[src/cioln_pkg.sv]
package cioln_pkg;
  // clock period and isolated input mask limits
  localparam int          CLK_PERIOD_NS = 10;
  localparam int          MASK_W        = 20;
  localparam logic [19:0] MASK_MAX_NS   = 20'hF4240;  // 1000000 ns
  localparam logic [19:0] MASK_RST      = 20'h00000;
  localparam int          NSLOT         = 5;

  // register offsets
  localparam logic [7:0] A_PICK   = 8'h00;
  localparam logic [7:0] A_DIR    = 8'h04;
  localparam logic [7:0] A_INV    = 8'h08;
  localparam logic [7:0] A_LEVEL  = 8'h0C;
  localparam logic [7:0] A_ALL    = 8'h10;
  localparam logic [7:0] A_ORIGIN = 8'h14;
  localparam logic [7:0] A_FORMAT = 8'h18;
  localparam logic [7:0] A_MASK   = 8'h1C;
  localparam logic [7:0] A_UPICK  = 8'h20;
  localparam logic [7:0] A_UVAL   = 8'h24;
  localparam logic [7:0] A_CHAN   = 8'h28;

  // line picker codes and their storage slots
  localparam logic [5:0] LN_1  = 6'h14;
  localparam logic [5:0] LN_4  = 6'h17;
  localparam logic [5:0] LN_5  = 6'h18;
  localparam logic [5:0] LN_12 = 6'h1F;
  localparam logic [5:0] LN_14 = 6'h21;
  localparam logic [2:0] SL_L1  = 3'h0;
  localparam logic [2:0] SL_L4  = 3'h1;
  localparam logic [2:0] SL_L5  = 3'h2;
  localparam logic [2:0] SL_L12 = 3'h3;
  localparam logic [2:0] SL_L14 = 3'h4;
  localparam logic [4:0]  SLOT_OUT = 5'h09;   // slots 0 and 3 are outputs
  localparam logic [15:0] ALL_USED = 16'h2819; // live bits of the status word

  // output origin codes
  localparam logic [5:0] SRC_NA       = 6'h00;
  localparam logic [5:0] SRC_ACQ      = 6'h01;
  localparam logic [5:0] SRC_FRAME    = 6'h02;
  localparam logic [5:0] SRC_EXP      = 6'h04;
  localparam logic [5:0] SRC_ROW      = 6'h06;
  localparam logic [5:0] SRC_PULSE0   = 6'h07;
  localparam logic [5:0] SRC_PULSE3   = 6'h0A;
  localparam logic [5:0] SRC_USER0    = 6'h0B;
  localparam logic [5:0] SRC_USER3    = 6'h0E;
  localparam logic [5:0] SRC_LOGIC0   = 6'h24;
  localparam logic [5:0] SRC_LOGIC3   = 6'h27;
  localparam logic [5:0] SRC_ENC_TRIG = 6'h28;
  localparam logic [5:0] SRC_ENC_DIR  = 6'h29;
  localparam logic [5:0] SRC_RST      = LN_4;

  // interface types, reset values
  localparam logic [3:0] FMT_TTL   = 4'h2;
  localparam logic [3:0] FMT_ISO   = 4'h5;
  localparam logic [5:0] PICK_RST  = LN_1;
  localparam logic [1:0] UPICK_RST = 2'h0;
  localparam logic [3:0] USER_RST  = 4'h0;

  typedef enum logic [1:0] {
    CH_COMMON = 2'b00,
    CH_RED    = 2'b01,
    CH_GREEN  = 2'b10,
    CH_BLUE   = 2'b11
  } cioln_chan_t;

  // internal camera signals offered as output origins
  typedef struct packed {
    logic       acq_active;
    logic       frame_active;
    logic [2:0] exp_act;     // red, green, blue exposure windows
    logic [1:0] longest_ch;  // channel with longest exposure
    logic       row_valid;
    logic [3:0] pulse;
    logic [3:0] logic_blk;
    logic       enc_trig;
    logic       enc_dir;
  } cioln_src_t;

  function automatic logic line_legal(input logic [5:0] c);
    return (c == LN_1) || (c == LN_4) || (c == LN_5) || (c == LN_12) || (c == LN_14);
  endfunction

  function automatic logic [2:0] line_slot(input logic [5:0] c);
    logic [2:0] s;
    s = SL_L1;
    if (c == LN_4) s = SL_L4;
    if (c == LN_5) s = SL_L5;
    if (c == LN_12) s = SL_L12;
    if (c == LN_14) s = SL_L14;
    return s;
  endfunction
endpackage

[src/cioln_src_mux.sv]
`timescale 1ns/1ps
`default_nettype none
module cioln_src_mux
  import cioln_pkg::*;
(
  input  wire logic [5:0]  code,
  input  wire cioln_src_t  src,
  input  wire cioln_chan_t chan,
  input  wire logic [3:0]  user,
  input  wire logic [2:0]  in_lvl,
  output logic             sig
);
  // exposure window of the chosen channel, common follows the longest
  function automatic logic exp_pick(input cioln_src_t s, input cioln_chan_t c);
    logic [1:0] k;
    k = (c == CH_COMMON) ? s.longest_ch : 2'(c - CH_RED);
    if (k == 2'h3) k = 2'h0;
    return s.exp_act[k];
  endfunction

  // origin code to signal, unlisted codes give low
  always_comb begin
    sig = 1'b0;
    case (code) inside
      SRC_ACQ:                  sig = src.acq_active;
      SRC_FRAME:                sig = src.frame_active;
      SRC_EXP:                  sig = exp_pick(src, chan);
      SRC_ROW:                  sig = src.row_valid;
      [SRC_PULSE0:SRC_PULSE3]:  sig = src.pulse[2'(code - SRC_PULSE0)];
      [SRC_USER0:SRC_USER3]:    sig = user[2'(code - SRC_USER0)];
      LN_4:                     sig = in_lvl[0];
      LN_5:                     sig = in_lvl[1];
      LN_14:                    sig = in_lvl[2];
      [SRC_LOGIC0:SRC_LOGIC3]:  sig = src.logic_blk[2'(code - SRC_LOGIC0)];
      SRC_ENC_TRIG:             sig = src.enc_trig;
      SRC_ENC_DIR:              sig = src.enc_dir;
      default:                  sig = 1'b0;
    endcase
  end
endmodule
`default_nettype wire

[src/cioln_iso_filter.sv]
`timescale 1ns/1ps
`default_nettype none
module cioln_iso_filter
  import cioln_pkg::*;
(
  input  wire logic              mclk,
  input  wire logic              rst_n,
  input  wire logic [MASK_W-1:0] mask_ns,
  input  wire logic              raw,
  output logic                   filt
);
  logic              filt_r;
  logic              filt_nxt;
  logic [MASK_W-1:0] acc_r;
  logic [MASK_W-1:0] acc_nxt;
  logic [MASK_W:0]   acc_sum;

  // a new level is taken once it has stood for the mask time
  always_comb begin
    acc_sum  = {1'b0, acc_r} + (MASK_W + 1)'(CLK_PERIOD_NS);
    filt_nxt = filt_r;
    acc_nxt  = '0;
    if (raw != filt_r) begin
      if (acc_sum >= {1'b0, mask_ns}) begin
        filt_nxt = raw;
      end else begin
        acc_nxt = acc_sum[MASK_W-1:0];
      end
    end
  end

  always_ff @(posedge mclk) begin
    if (!rst_n) begin
      filt_r <= 1'b0;
      acc_r  <= '0;
    end else begin
      filt_r <= filt_nxt;
      acc_r  <= acc_nxt;
    end
  end

  assign filt = filt_r;
endmodule
`default_nettype wire

[src/cioln_top.sv]
// Chosen here: strobed register access and the address map.
`timescale 1ns/1ps
`default_nettype none
module cioln_top
  import cioln_pkg::*;
#(
  parameter bit COLOR_MODEL = 1'b1
) (
  input  wire logic        mclk,
  input  wire logic        rst_n,
  input  wire logic [7:0]  reg_addr,
  input  wire logic [31:0] reg_wdata,
  input  wire logic        reg_wr,
  input  wire logic        reg_rd,
  output logic [31:0]      reg_rdata,
  input  wire cioln_src_t  src,
  input  wire logic        ttl_in1,
  input  wire logic        iso_in1,
  input  wire logic        ttl_in4,
  output logic             line1_out,
  output logic             line12_out
);
  logic [5:0]            pick_r;
  logic [5:0]            pick_nxt;
  logic [NSLOT-1:0]      inv_r;
  logic [NSLOT-1:0]      inv_nxt;
  logic [NSLOT-1:0][5:0] org_r;
  logic [NSLOT-1:0][5:0] org_nxt;
  logic [MASK_W-1:0]     mask_r;
  logic [MASK_W-1:0]     mask_nxt;
  logic [1:0]            upick_r;
  logic [1:0]            upick_nxt;
  logic [3:0]            user_r;
  logic [3:0]            user_nxt;
  cioln_chan_t           chan_r;
  cioln_chan_t           chan_nxt;
  logic [31:0]           rdata_r;
  logic [31:0]           rdata_nxt;
  logic [1:0]            out_r;
  logic [1:0]            out_nxt;
  logic [1:0]            drv_src;
  logic [2:0]            slot;
  logic                  src_fixed;
  logic                  iso_filt;
  logic [NSLOT-1:0]      lvl;
  logic [2:0]            in_lvl;
  logic [15:0]           all_lv;
  logic                  dir_now;
  logic                  lvl_now;
  logic [3:0]            fmt_now;

  // picked line decode
  assign slot      = line_slot(pick_r);
  assign src_fixed = (slot == SL_L4) || (slot == SL_L5);
  assign dir_now   = SLOT_OUT[slot];
  assign fmt_now   = (slot == SL_L5) ? FMT_ISO : FMT_TTL;

  // isolated input glitch mask
  cioln_iso_filter u_iso (
    .mclk    (mclk),
    .rst_n   (rst_n),
    .mask_ns (mask_r),
    .raw     (iso_in1),
    .filt    (iso_filt)
  );

  // line levels, inputs seen after their inversion
  assign in_lvl  = {ttl_in4 ^ inv_r[SL_L14], iso_filt ^ inv_r[SL_L5], ttl_in1 ^ inv_r[SL_L4]};
  assign lvl     = {in_lvl[2], out_r[1], in_lvl[1], in_lvl[0], out_r[0]};
  assign lvl_now = lvl[slot];
  // status word: line1 bit0, 4 bit3, 5 bit4, 12 bit11, 14 bit13
  assign all_lv  = {2'h0, lvl[4], 1'b0, lvl[3], 6'h00, lvl[2], lvl[1], 2'h0, lvl[0]};

  // origin multiplexers for the two output lines
  cioln_src_mux u_mux1 (
    .code   (org_r[SL_L1]),
    .src    (src),
    .chan   (chan_r),
    .user   (user_r),
    .in_lvl (in_lvl),
    .sig    (drv_src[0])
  );

  cioln_src_mux u_mux12 (
    .code   (org_r[SL_L12]),
    .src    (src),
    .chan   (chan_r),
    .user   (user_r),
    .in_lvl (in_lvl),
    .sig    (drv_src[1])
  );

  // output drive with polarity flip
  always_comb begin
    out_nxt[0] = drv_src[0] ^ inv_r[SL_L1];
    out_nxt[1] = drv_src[1] ^ inv_r[SL_L12];
  end

  // register writes, illegal picker, user picker and channel values leave the setting unchanged, mask values above the limit clamp to MASK_MAX_NS
  always_comb begin
    pick_nxt  = pick_r;
    inv_nxt   = inv_r;
    org_nxt   = org_r;
    mask_nxt  = mask_r;
    upick_nxt = upick_r;
    user_nxt  = user_r;
    chan_nxt  = chan_r;
    if (reg_wr) begin
      case (reg_addr)
        A_PICK: begin
          if (reg_wdata[31:6] == 26'h0 && line_legal(reg_wdata[5:0])) begin
            pick_nxt = reg_wdata[5:0];
          end
        end
        A_INV:  inv_nxt[slot] = reg_wdata[0];
        A_ORIGIN: begin
          if (!src_fixed && reg_wdata[31:6] == 26'h0) begin
            org_nxt[slot] = reg_wdata[5:0];
          end
        end
        A_MASK: begin
          if (reg_wdata > {12'h000, MASK_MAX_NS}) begin
            mask_nxt = MASK_MAX_NS;
          end else begin
            mask_nxt = reg_wdata[MASK_W-1:0];
          end
        end
        A_UPICK: begin
          if (reg_wdata[31:2] == 30'h0) begin
            upick_nxt = reg_wdata[1:0];
          end
        end
        A_UVAL: user_nxt[upick_r] = reg_wdata[0];
        A_CHAN: begin
          if (reg_wdata[31:2] == 30'h0 && (COLOR_MODEL || reg_wdata[1:0] == 2'h0)) begin
            chan_nxt = cioln_chan_t'(reg_wdata[1:0]);
          end
        end
        default: ;
      endcase
    end
  end

  // read data for the cycle after the strobe, unmapped reads zero
  always_comb begin
    rdata_nxt = 32'h0;
    if (reg_rd) begin
      case (reg_addr)
        A_PICK:   rdata_nxt = {26'h0, pick_r};
        A_DIR:    rdata_nxt = {31'h0, dir_now};
        A_INV:    rdata_nxt = {31'h0, inv_r[slot]};
        A_LEVEL:  rdata_nxt = {31'h0, lvl_now};
        A_ALL:    rdata_nxt = {16'h0, all_lv};
        A_ORIGIN: rdata_nxt = {26'h0, src_fixed ? SRC_NA : org_r[slot]};
        A_FORMAT: rdata_nxt = {28'h0, fmt_now};
        A_MASK:   rdata_nxt = {12'h0, mask_r};
        A_UPICK:  rdata_nxt = {30'h0, upick_r};
        A_UVAL:   rdata_nxt = {31'h0, user_r[upick_r]};
        A_CHAN:   rdata_nxt = {30'h0, chan_r};
        default:  rdata_nxt = 32'h0;
      endcase
    end
  end

  // all state registers
  always_ff @(posedge mclk) begin
    if (!rst_n) begin
      pick_r  <= PICK_RST;
      inv_r   <= '0;
      org_r   <= {NSLOT{SRC_RST}};
      mask_r  <= MASK_RST;
      upick_r <= UPICK_RST;
      user_r  <= USER_RST;
      chan_r  <= CH_COMMON;
      rdata_r <= 32'h0;
      out_r   <= 2'h0;
    end else begin
      pick_r  <= pick_nxt;
      inv_r   <= inv_nxt;
      org_r   <= org_nxt;
      mask_r  <= mask_nxt;
      upick_r <= upick_nxt;
      user_r  <= user_nxt;
      chan_r  <= chan_nxt;
      rdata_r <= rdata_nxt;
      out_r   <= out_nxt;
    end
  end

  assign reg_rdata  = rdata_r;
  assign line1_out  = out_r[0];
  assign line12_out = out_r[1];
endmodule
`default_nettype wire

[config.mk]
export PLATFORM = sky130hd
export DESIGN_NAME = cioln_top
export DESIGN_NICKNAME = d
export VERILOG_FILES = /design/src/cioln_pkg.sv /design/src/cioln_src_mux.sv /design/src/cioln_iso_filter.sv /design/src/cioln_top.sv
export SDC_FILE = /design/constraint.sdc
export NUM_CORES = 1
export LEC_CHECK = 0
export BUFFER_PORTS_ARGS = -buffer_cell sky130_fd_sc_hd__buf_2
export CAP_MARGIN = 5
export CORE_ASPECT_RATIO = 2
export CORE_UTILIZATION = 55
export CTS_BUF_LIST = sky130_fd_sc_hd__clkbuf_4 sky130_fd_sc_hd__clkbuf_8
export CTS_CLUSTER_SIZE = 10
export DETAILED_ROUTE_END_ITERATION = 12
export GPL_TIMING_DRIVEN = 0
export PLACE_DENSITY = 0.8
export SYNTH_ARGS = -nofsm -noshare
export SYNTH_HDL_FRONTEND = slang
export SYNTH_SLANG_ARGS = --single-unit
[constraint.sdc]
create_clock -name mclk -period 3.5 [get_ports mclk]
set_clock_uncertainty 0.1 [all_clocks]
set_input_delay 0.525 -clock mclk [delete_from_list [all_inputs] [get_ports mclk]]
set_output_delay 0.525 -clock mclk [all_outputs]
set_load 0.01 [all_outputs]
==> Word level (Yosys, flattened, before mapping) <==
Memory sizes are Yosys's and may differ from the RTL's.
Index checks and enable logic that the tools add are counted.
{ "totals": {"in_bits": 65, "out_inout_bits": 34, "elab_cells": 202, "memories": 1, "register_bits": 124, "rom_bits": 8} }
{ "classes": {"magnitude_cmp": 26, "n_mux": 74, "n_addsub": 8, "bitwise_logic": 7, "eq_ne": 41, "reduce_logical": 30} }
{ "memory_table": {"columns": ["memory", "depth", "width", "read_ports", "rd_ports_with_merged_regs", "write_ports", "line_no", "source"], "rows": [
  ["(name not given)", 8, 1, 1, 0, 0, "cioln_top.sv:55", "assign dir_now = SLOT_OUT[slot];"]
]} }
{ "op_table": {"columns": ["op", "count"], "rows": [
  ["case mux 20 bit (11 select lines)", 1],
  ["equality test 6 x 5 -> 1 bit (second input constant)", 11],
  ["equality test 6 bit (second input constant)", 8],
  ["two-way mux 1 bit", 39],
  ["equality test 8 x 5 -> 1 bit (second input constant)", 4],
  ["> comparator 32 x 20 -> 1 bit (second input constant)", 1],
  ["bitwise mux 30 bit", 1],
  ["logical NOT 30 bit", 1],
  ["< comparator 2 x 3 -> 1 bit (second input constant)", 9],
  ["logical NOT 26 bit", 1],
  ["equality test 6 x 3 -> 1 bit (second input constant)", 4],
  ["equality test 8 x 6 -> 1 bit (second input constant)", 3],
  ["<= comparator 6 x 4 -> 1 bit (second input constant)", 4],
  ["adder 20 x 4 -> 21 bit (second input constant)", 1],
  ["greater-or-equal comparator 21 x 20 -> 1 bit", 1],
  ["two-way mux 20 bit", 1],
  ["binary-select mux 1 bit (select 2 bit)", 9],
  ["binary-select mux 6 bit (select 3 bit)", 1],
  ["demux 6 bit (select 3 bit)", 1],
  ["two-way mux 2 bit", 9],
  ["two-way mux 6 bit", 3],
  ["equality test 8 x 4 -> 1 bit (second input constant)", 2],
  ["equality test 6 x 1 -> 1 bit (second input constant)", 2],
  ["equality test 6 x 2 -> 1 bit (second input constant)", 2],
  ["30 further kinds", 67]
]} }

==> Logic depth before layout (Yosys ltp) <==
Gate-level depths: netlist (run 1).
{ "depth": {"ltp_word": 14, "depth_mapped": 16} }

==> Cells and area by module <==
Synthesis (run 1) repeated with hierarchy kept, for this count alone.
{ "unflattened": {"cells_unflattened": 751, "area_unflattened_um2": 6812.8} }
{ "modules_own_cells": {"columns": ["module", "instances", "seq_area_each_um2", "area_per_inst_um2", "cells_per_inst"], "rows": [
  ["cioln_top", 1, 1821.7, 4420.5, 466],
  ["cioln_iso_filter", 1, 400.4, 1438.9, 169],
  ["cioln_src_mux", 2, 0.0, 476.7, 58]
]} }

==> Worst setup path before layout (run 1) <==
Ideal clock, no wire load.
{ "synth_path": {"path_type": "reg2reg", "from": "register u_iso.acc_r[1]", "to": "register u_iso.acc_r[12]", "arrival_time_ns": 2.769, "stages_incl_launch_ff": 17, "required_time_ns": 3.334, "setup_time_ns": 0.066, "slack_ns": 0.564, "path_buffers": 1, "cell_sequence": "dfxtp_1 > ha_1 > nor2_1 > nor2_1 > nand2_1 > nor2_1 > nand3_1 > xnor2_1 > ha_1 > a21o_1 > a21o_1 > a21oi_1 > nor2b_1 > o31ai_2 > nand3_1 > clkbuf_1 > nor2b_1"} }
{ "synth_via": {"elab_chain_len": 3} }
{ "synth_lines": {"columns": ["item", "line_no", "source"], "rows": [
  ["start, declared", "cioln_iso_filter.sv:14", "logic [MASK_W-1:0] acc_r;"],
  ["start signal, assigned", "cioln_iso_filter.sv:38", "acc_r <= acc_nxt;"],
  ["adder 20 x 4 -> 21 bit", "cioln_iso_filter.sv:20", "acc_sum = {1'b0, acc_r} + (MASK_W + 1)'(CLK_PERIOD_NS);"],
  ["via u_iso.acc_sum[13]", "cioln_iso_filter.sv:16", "logic [MASK_W:0] acc_sum;"],
  ["greater-or-equal comparator 21 x 20 -> 1 bit", "cioln_iso_filter.sv:24", "if (acc_sum >= {1'b0, mask_ns}) begin"],
  ["OR reduction 3 bit (no source line)", null, null]
]} }
The timed path passes the listed nets, and every way through them passes these cells.
A chain may end at the register's enable or synchronous reset.

==> Worst setup path after layout (run 1) <==
{ "layout_path": {"from": "register u_iso.acc_r[5]", "to": "register u_iso.acc_r[18]"} }
Same word-level chain as after synthesis.

==> run summary, run 1 <==
Slew @ Worst Pin: 0.900 ns
Flops & latches, synth: 111
Die Wd: 79.7 um
CTS buffer count: 9
Pwr Density: 305 nW/um^2
Largest family of logic cells by synthesized area: simple AND/OR/NAND/NOR gates
First-pass GRT wire length: 29900 um
# port buffers: 81
Worst ir drop on vdd: 0.275 mV
All-Layer GR Usage: 32.0%
Fmax: 303 MHz
FP Rows: 56
CP Launch Type: flip-flop
Synth area leaders: dfxtp_1 (33%), mux2i_1 (7.7%), ha_1 (6.0%), nor2b_1 (4.0%), nand2_1 (3.7%)
Synth Instances: 757
Buffers plus inverters on the worst setup path: 1
Hold WC Path Type: in2reg
Final setup violation count: 0
Met1 wire length: 6390 um
Post-Synth Simple-Gate Area: 25.6%
WL per Instance: 19.1 um
CP max-delay cell: dfxtp_1
CTS tree: built
Fin crit share: 94.4%
GPL Wtd Cong: 0.977
Number of synthesized flops with an enable pin: 0
Synth Area in XOR/XNOR: 2.90%
Met2 WL: 10600 um
Clock Latency Late Sink: 0.39 ns
Max-slew headroom: 39.5%
Clk sink count: 111
P_leak: 3.26 nW
Mux cell area share after synthesis: 10.1%
Largest net degree at the start of global routing: 21
Top cells by count, synth: dfxtp_1 (111), nand2_1 (65), nor2_1 (56), mux2i_1 (51), inv_1 (44)
FF-to-FF End: u_iso.acc_r[18]
Die Ht: 157 um
Place WS: -0.389 ns
Vias/cell: 5.96
Total wire length: 19300 um
Sequential element share of the synthesized area: 33.4%
Initial antenna violation count: 0
Register-to-register setup slack: 0.19 ns
IO Pins: 99
CP max stage delay: 0.41 ns
Count of pins over their slew limit: 0
Synth Warn #: 0
CTS clk-pin slew, worst paths: 0.12 ns
HPWL after DPL: 15300 um
Hold slack final: 0.287 ns
Longest Clk Path Bufs: 2
Drt pass-1 iters: 5
Worst setup path class: reg2reg
Initial Util: 56.4%
Crit path DAT: 3.53 ns
Setup WS post-layout: 0.195 ns
Cell family with most CP delay: simple AND/OR/NAND/NOR gates
Distinct cells, synth: 86
Hold wc startpoint: reg_wdata[19]
WP data required: 3.73 ns
Leading area contributor after synthesis: dfxtp_1
Synth top area share: 33.4%
Avg Cell Area, Syn: 8.78 sq um
Hold Crit Depth: 3
Mapped cell area: 6640 sq um
Drt drc: 0
Critical path depth in cells: 13
Synth Area in Compound Gates: 15.0%
Adder-Cell Fraction of Synth Area: 6.03%
Ant diodes: 0
Most frequent cell after synthesis: dfxtp_1
DR WL met3: 714 um
CTS root buffer: clkbuf_8
Die ar.: 12500 sq um
Post-synth top flop: dfxtp_1
Crit-path max FO: 10
Via count: 6029
Worst reg-to-reg path cell count: 13
Crit Reg-Reg Startpoint: u_iso.acc_r[5]
Vias in the first global route: 6009
Nets: 958
Gr ovfl total: 0
Share of cells above drive strength 1: 19.3%
Worst Setup End Kind: flip-flop
Crit-path most repeated cell: nand2_1
Top Metal Used: met4
Minimum clock period: 3.31 ns
Async set-reset flop share out of synthesis: 0%
Crit-path cells: nand4_1 -> nor3_2 -> and3_1 -> xor2_1 -> ha_1 -> nand2_1 -> nand2_1 -> nor3_1 -> a211oi_2 -> o31ai_4 -> nand3_4 -> buf_4 -> nor2b_1
Hold buffers post-CTS: 0
Remaining antenna violation count: 0
Final hold vios: 0
Core area: 11800 sq um
H-tree depth: 3
Layout area overhead: 13.5%
Worst hold endpoint: mask_r[19]
Max-cap violations: 0
Status: finished clean
DRT iter0 DRCs: 336
==> sequential cells by signal, indices dropped and copies added, names as in the netlist <==
register	cells
inv_r	5
out_r	2
mask_r	20
user_r	4
u_iso.filt	1
upick_r	2
pick_r	6
u_iso.acc_r	19
org_r	30
reg_rdata	20
chan_r	2
==> area by class of cell <==
type / count / area (sq um)
Multi-Input combinational cell: 566 / 4040
Sequential cell: 111 / 2220
Clock inverter: 7 / 90.1
Buffer: 45 / 292
Inverter: 46 / 173
Timing Repair Buffer: 82 / 413
Tap cell: 145 / 181
Fill cell: 1041 / 4230
Clock buffer: 9 / 124
==> per-stage QoR <==
stage          util, %  area (sq um)  power (W)  std cells  TNS, ns
3_5_place_dp      61.8          7270    0.00148        994    -3.77
4_1_cts           63.9          7520    0.00230       1011        0
3_3_place_gp      61.8          7270    0.00148        994    -3.41
2_1_floorplan        -          6690    0.00139        768        0
6_report          64.0          7540    0.00230       1011        0
5_1_grt           64.0          7540    0.00237       1011  -0.0524
==> kinds of logic (layout without fill, tap and decap cells) <==
family | after synthesis | count (layout)
adders and majority gates | 32 | 32
and+or+nand+nor | 299 | 299
AOI/OAI and AO/OA | 143 | 143
other | 1 | 12
DFF | 111 | 111
buffers and inverters | 91 | 189
xor gates and xnor gates | 22 | 22
muxes | 58 | 58
==> timing repair <==
item / in CTS / in global routing
gates resized for setup: 6 / 8
pin swaps: 1 / 3
setup buffers: 1 / 0
endpoints found under the setup margin: 17 / 10
==> worst reg2reg max path, stage by stage (launching register included) <==
cell      delay, ns
dfxtp_1        0.41
nand4_1        0.23
nor3_2         0.31
and3_1         0.20
xor2_1         0.21
ha_1           0.29
nand2_1        0.08
nand2_1        0.07
nor3_1         0.22
a211oi_2       0.15
o31ai_4        0.41
nand3_4        0.19
buf_4          0.24
nor2b_1        0.13
==> power by group <==
group	total [W]	internal (W)	switching, W
clock network	0.000841	0.000349	0.000492
logic	0.000189	0.0000775	0.000111
registers	0.00127	0.00126	0.00000306
==> cells in the final DEF (no fill, tap or decap), types with 12 or more instances in the layout <==
cell,instances
mux2i_1,51
buf_4,14
ha_1,31
and2_1,15
nand3_1,18
a21oi_1,26
conb_1,12
o21ai_0,32
inv_1,44
clkbuf_1,16
a32o_1,12
nand2_1,65
nand4_1,13
nor2_1,54
nor3_1,24
buf_2,87
dfxtp_1,109
nor2b_1,43
xnor2_1,13
==> worst max-delay path by stage <==
stage                    from         endpoint  slack [ns]
6_report       u_iso.acc_r[5]  u_iso.acc_r[18]        0.19
5_1_grt        u_iso.acc_r[5]  u_iso.acc_r[18]       -0.02
4_1_cts        u_iso.acc_r[1]  u_iso.acc_r[18]        0.04
3_5_place_dp   u_iso.acc_r[1]  u_iso.acc_r[18]       -0.39
3_3_place_gp   u_iso.acc_r[1]  u_iso.acc_r[14]       -0.35
2_1_floorplan  u_iso.acc_r[1]  u_iso.acc_r[12]        0.56
==> metal layers <==
layer  global-route usage, %  up-vias
met3                    4.70       97
met5                       0        -
met4                    27.4        0
met2                    61.1      238
met1                    27.7     2820
li1                        -     2874
(Power assumes the default switching activity.)
==> run 2: changes to the inputs <==
--- a/config.mk
+++ b/config.mk
@@ -9,7 +9,6 @@
 export CAP_MARGIN = 5
 export CORE_ASPECT_RATIO = 2
 export CORE_UTILIZATION = 55
-export CTS_BUF_LIST = sky130_fd_sc_hd__clkbuf_4 sky130_fd_sc_hd__clkbuf_8
 export CTS_CLUSTER_SIZE = 10
 export DETAILED_ROUTE_END_ITERATION = 12
 export GPL_TIMING_DRIVEN = 0
==> constraint.sdc (replaced) <==
create_clock -name mclk -period 3.2 [get_ports mclk]
set_clock_uncertainty 0.1 [all_clocks]
set_input_delay 0.48 -clock mclk [delete_from_list [all_inputs] [get_ports mclk]]
set_output_delay 0.48 -clock mclk [all_outputs]
set_load 0.01 [all_outputs]
==> run summary, run 2 (synthesis gave the netlist of run 1 again) <==
Status: finished clean
DRT iter0 DRCs: 360 (+7.1%)
CTS root buffer: clkbuf_16
Remaining antenna violation count: 0 (unchanged)
Crit-path cells: nand4_1 -> nor3_2 -> and3_4 -> xor2_4 -> ha_4 -> a211oi_2 -> nand2_1 -> nor3_2 -> a211oi_2 -> o31ai_4 -> nand3_4 -> clkbuf_16 -> nor2b_1
CP max-delay cell: o31ai_4
Gr ovfl total: 0 (unchanged)
Worst Setup End Kind: flip-flop
NetSw: 0.000701 W (+16%)
Largest Register: org_r
Clk sink count: 111 (unchanged)
CTS tree: built
WP data required: 3.39 ns (-0.34 ns)
Clock Latency Late Sink: 0.36 ns (-0.03 ns)
Drt pass-1 iters: 5 (unchanged)
Worst setup path class: reg2reg
Setup_tns: 0 ns (unchanged)
Hold buffers post-CTS: 0 (unchanged)
Crit-path max FO: 5 (-5)
Max reg flops: 30 (unchanged)
Vias/cell: 6.03 (+1.2%)
First-pass GRT wire length: 30700 um (+2.6%)
CP Launch Type: flip-flop
Sequential power share: 49.5% (-5.7 points)
IO Pins: 99 (unchanged)
Die ar.: 12500 sq um (unchanged)
Pwr Total: 0.00279 W (+22%)
Hold slack final: 0.282 ns (-0.00578 ns)
Final setup violation count: 0 (unchanged)
Most frequent cells in the layout: dfxtp_1 (106), buf_2 (87), nand2_1 (63), mux2i_1 (51), nor2_1 (49)
HPWL after DPL: 15300 um (unchanged)
Largest net degree at the start of global routing: 21 (unchanged)
Int Power: 0.00209 W (+24%)
Net Sw Frac: 25.1% (-1.3 points)
CTS clk-pin slew, worst paths: 0.08 ns (-0.04 ns)
Pwr Density: 355 nW/um^2 (+16%)
Slew @ Worst Pin: 0.901 ns (+0.00115 ns)
Worst ir drop on vdd: 0.427 mV (+55%)
Finished Core Util: 66.9% (+2.8 points)
Total wire length: 20100 um (+4.1%)
Minimum clock period: 3.16 ns (-0.142 ns)
Layout area overhead: 18.5%
Fmax: 316 MHz (+4.5%)
CTS buffer count: 9 (unchanged)
Via count: 6153 (+2.1%)
Commonest non-fill, non-tap cell in the layout: dfxtp_1
Die Wd: 79.7 um (unchanged)
WL per Instance: 19.7 um (+3.2%)
Drt drc: 0 (unchanged)
CP max stage delay: 0.38 ns (-0.03 ns)
Initial antenna violation count: 0 (unchanged)
Max-cap violations: 0 (unchanged)
All-Layer GR Usage: 32.7% (+0.74 points)
Post-place instance area: 7270 sq um (unchanged)
Longest Clk Path Bufs: 2 (unchanged)
H-tree depth: 3 (unchanged)
Core area: 11800 sq um (unchanged)
Comb pwr share: 7.5% (-0.7 points)
Hold WC Path Type: in2reg
Fin crit share: 98.9% (+4.4 points)
Crit path DAT: 3.36 ns (-0.17 ns)
Buffers plus inverters on the worst setup path: 1 (unchanged)
GPL Wtd Cong: 0.977 (unchanged)
RSZ-0062 raised after global routing: yes
Nets: 967 (+0.94%)
Count of pins over their slew limit: 0 (unchanged)
# port buffers: 81 (unchanged)
Initial Util: 56.4% (unchanged)
Fin area: 7870 sq um (+4.4%)
Max-slew headroom: 39.4% (-0.077 points)
Die Ht: 157 um (unchanged)
P_leak: 3.40 nW (+4.1%)
Share of cells above drive strength 1: 22.7% (+3.5 points)
Final hold vios: 0 (unchanged)
Vias in the first global route: 6121 (+1.9%)
Cell family with most CP delay: simple AND/OR/NAND/NOR gates
Ant diodes: 0 (unchanged)
Clock network power share: 43.0% (+6.4 points)
FP Rows: 56 (unchanged)
## run 2: changes by cell type in the layout (fill, tap and decap cells not counted), sizes merged
cell,before,now
clkbuf,27,28
buf,107,115
## run 2: layout make-up
| cell class | count | area, sq um |
|---|---|---|
| multi-input combinational | 566 | 4170 |
| fill | 985 | 3900 |
| sequential | 111 | 2230 |
| timing repair buffer | 91 | 502 |
| buffer | 45 | 299 |
| clock buffer | 9 | 225 |
| tap | 145 | 181 |
| inverter | 46 | 173 |
| clock inverter | 7 | 90.1 |
## run 2: repair_timing
action,in CTS,in global routing
resized for setup,12,34
hold endpoints to repair,0,0
buffers inserted,2,7
pin swaps,4,13
cloned,0,1
setup endpoints to repair,17,20
## run 2: path summary, 6_finish.rpt
check	from	to	slack, ns	depth (start not counted)
max	u_iso.acc_r[4]	u_iso.acc_r[14]	0.04	13
min	iso_in1	u_iso.filt	0.28	3
max reg2reg	u_iso.acc_r[4]	u_iso.acc_r[14]	0.04	13
min reg2reg	u_iso.acc_r[1]	u_iso.acc_r[1]	0.35	1
## run 2: per-stage QoR
step           setup WS, ns  cells
2_1_floorplan         0.264    768
3_3_place_gp         -0.650    994
3_5_place_dp         -0.689    994
4_1_cts              0.0117   1012
5_1_grt              -0.103   1020
6_report             0.0364   1020
## run 2: routing by layer
layer,vias up,global-route usage [%],routed length (um)
li1,2890,-,-
met1,2923,28.8,6350
met2,239,62.0,11200
met3,101,4.75,944
met4,0,28.1,1690
met5,-,0,0
## run 2: power by group through the flow
stage / registers [W] / clock network (W) / logic [W]
5_1_grt: 0.00138 / 0.00126 / 0.000223
3_3_place_gp: 0.00142 / 0 / 0.000198
4_1_cts: 0.00139 / 0.00120 / 0.000204
6_report: 0.00138 / 0.00120 / 0.000210
3_5_place_dp: 0.00142 / 0 / 0.000200
2_1_floorplan: 0.00142 / 0 / 0.000106
## run 2: worst min-delay path, delay by kind of cell
family                 cells  cell delay (ns)
AO/OA/AOI/OAI              1             0.05
buffers and inverters      1             0.11
AND/OR/NAND/NOR            1             0.05
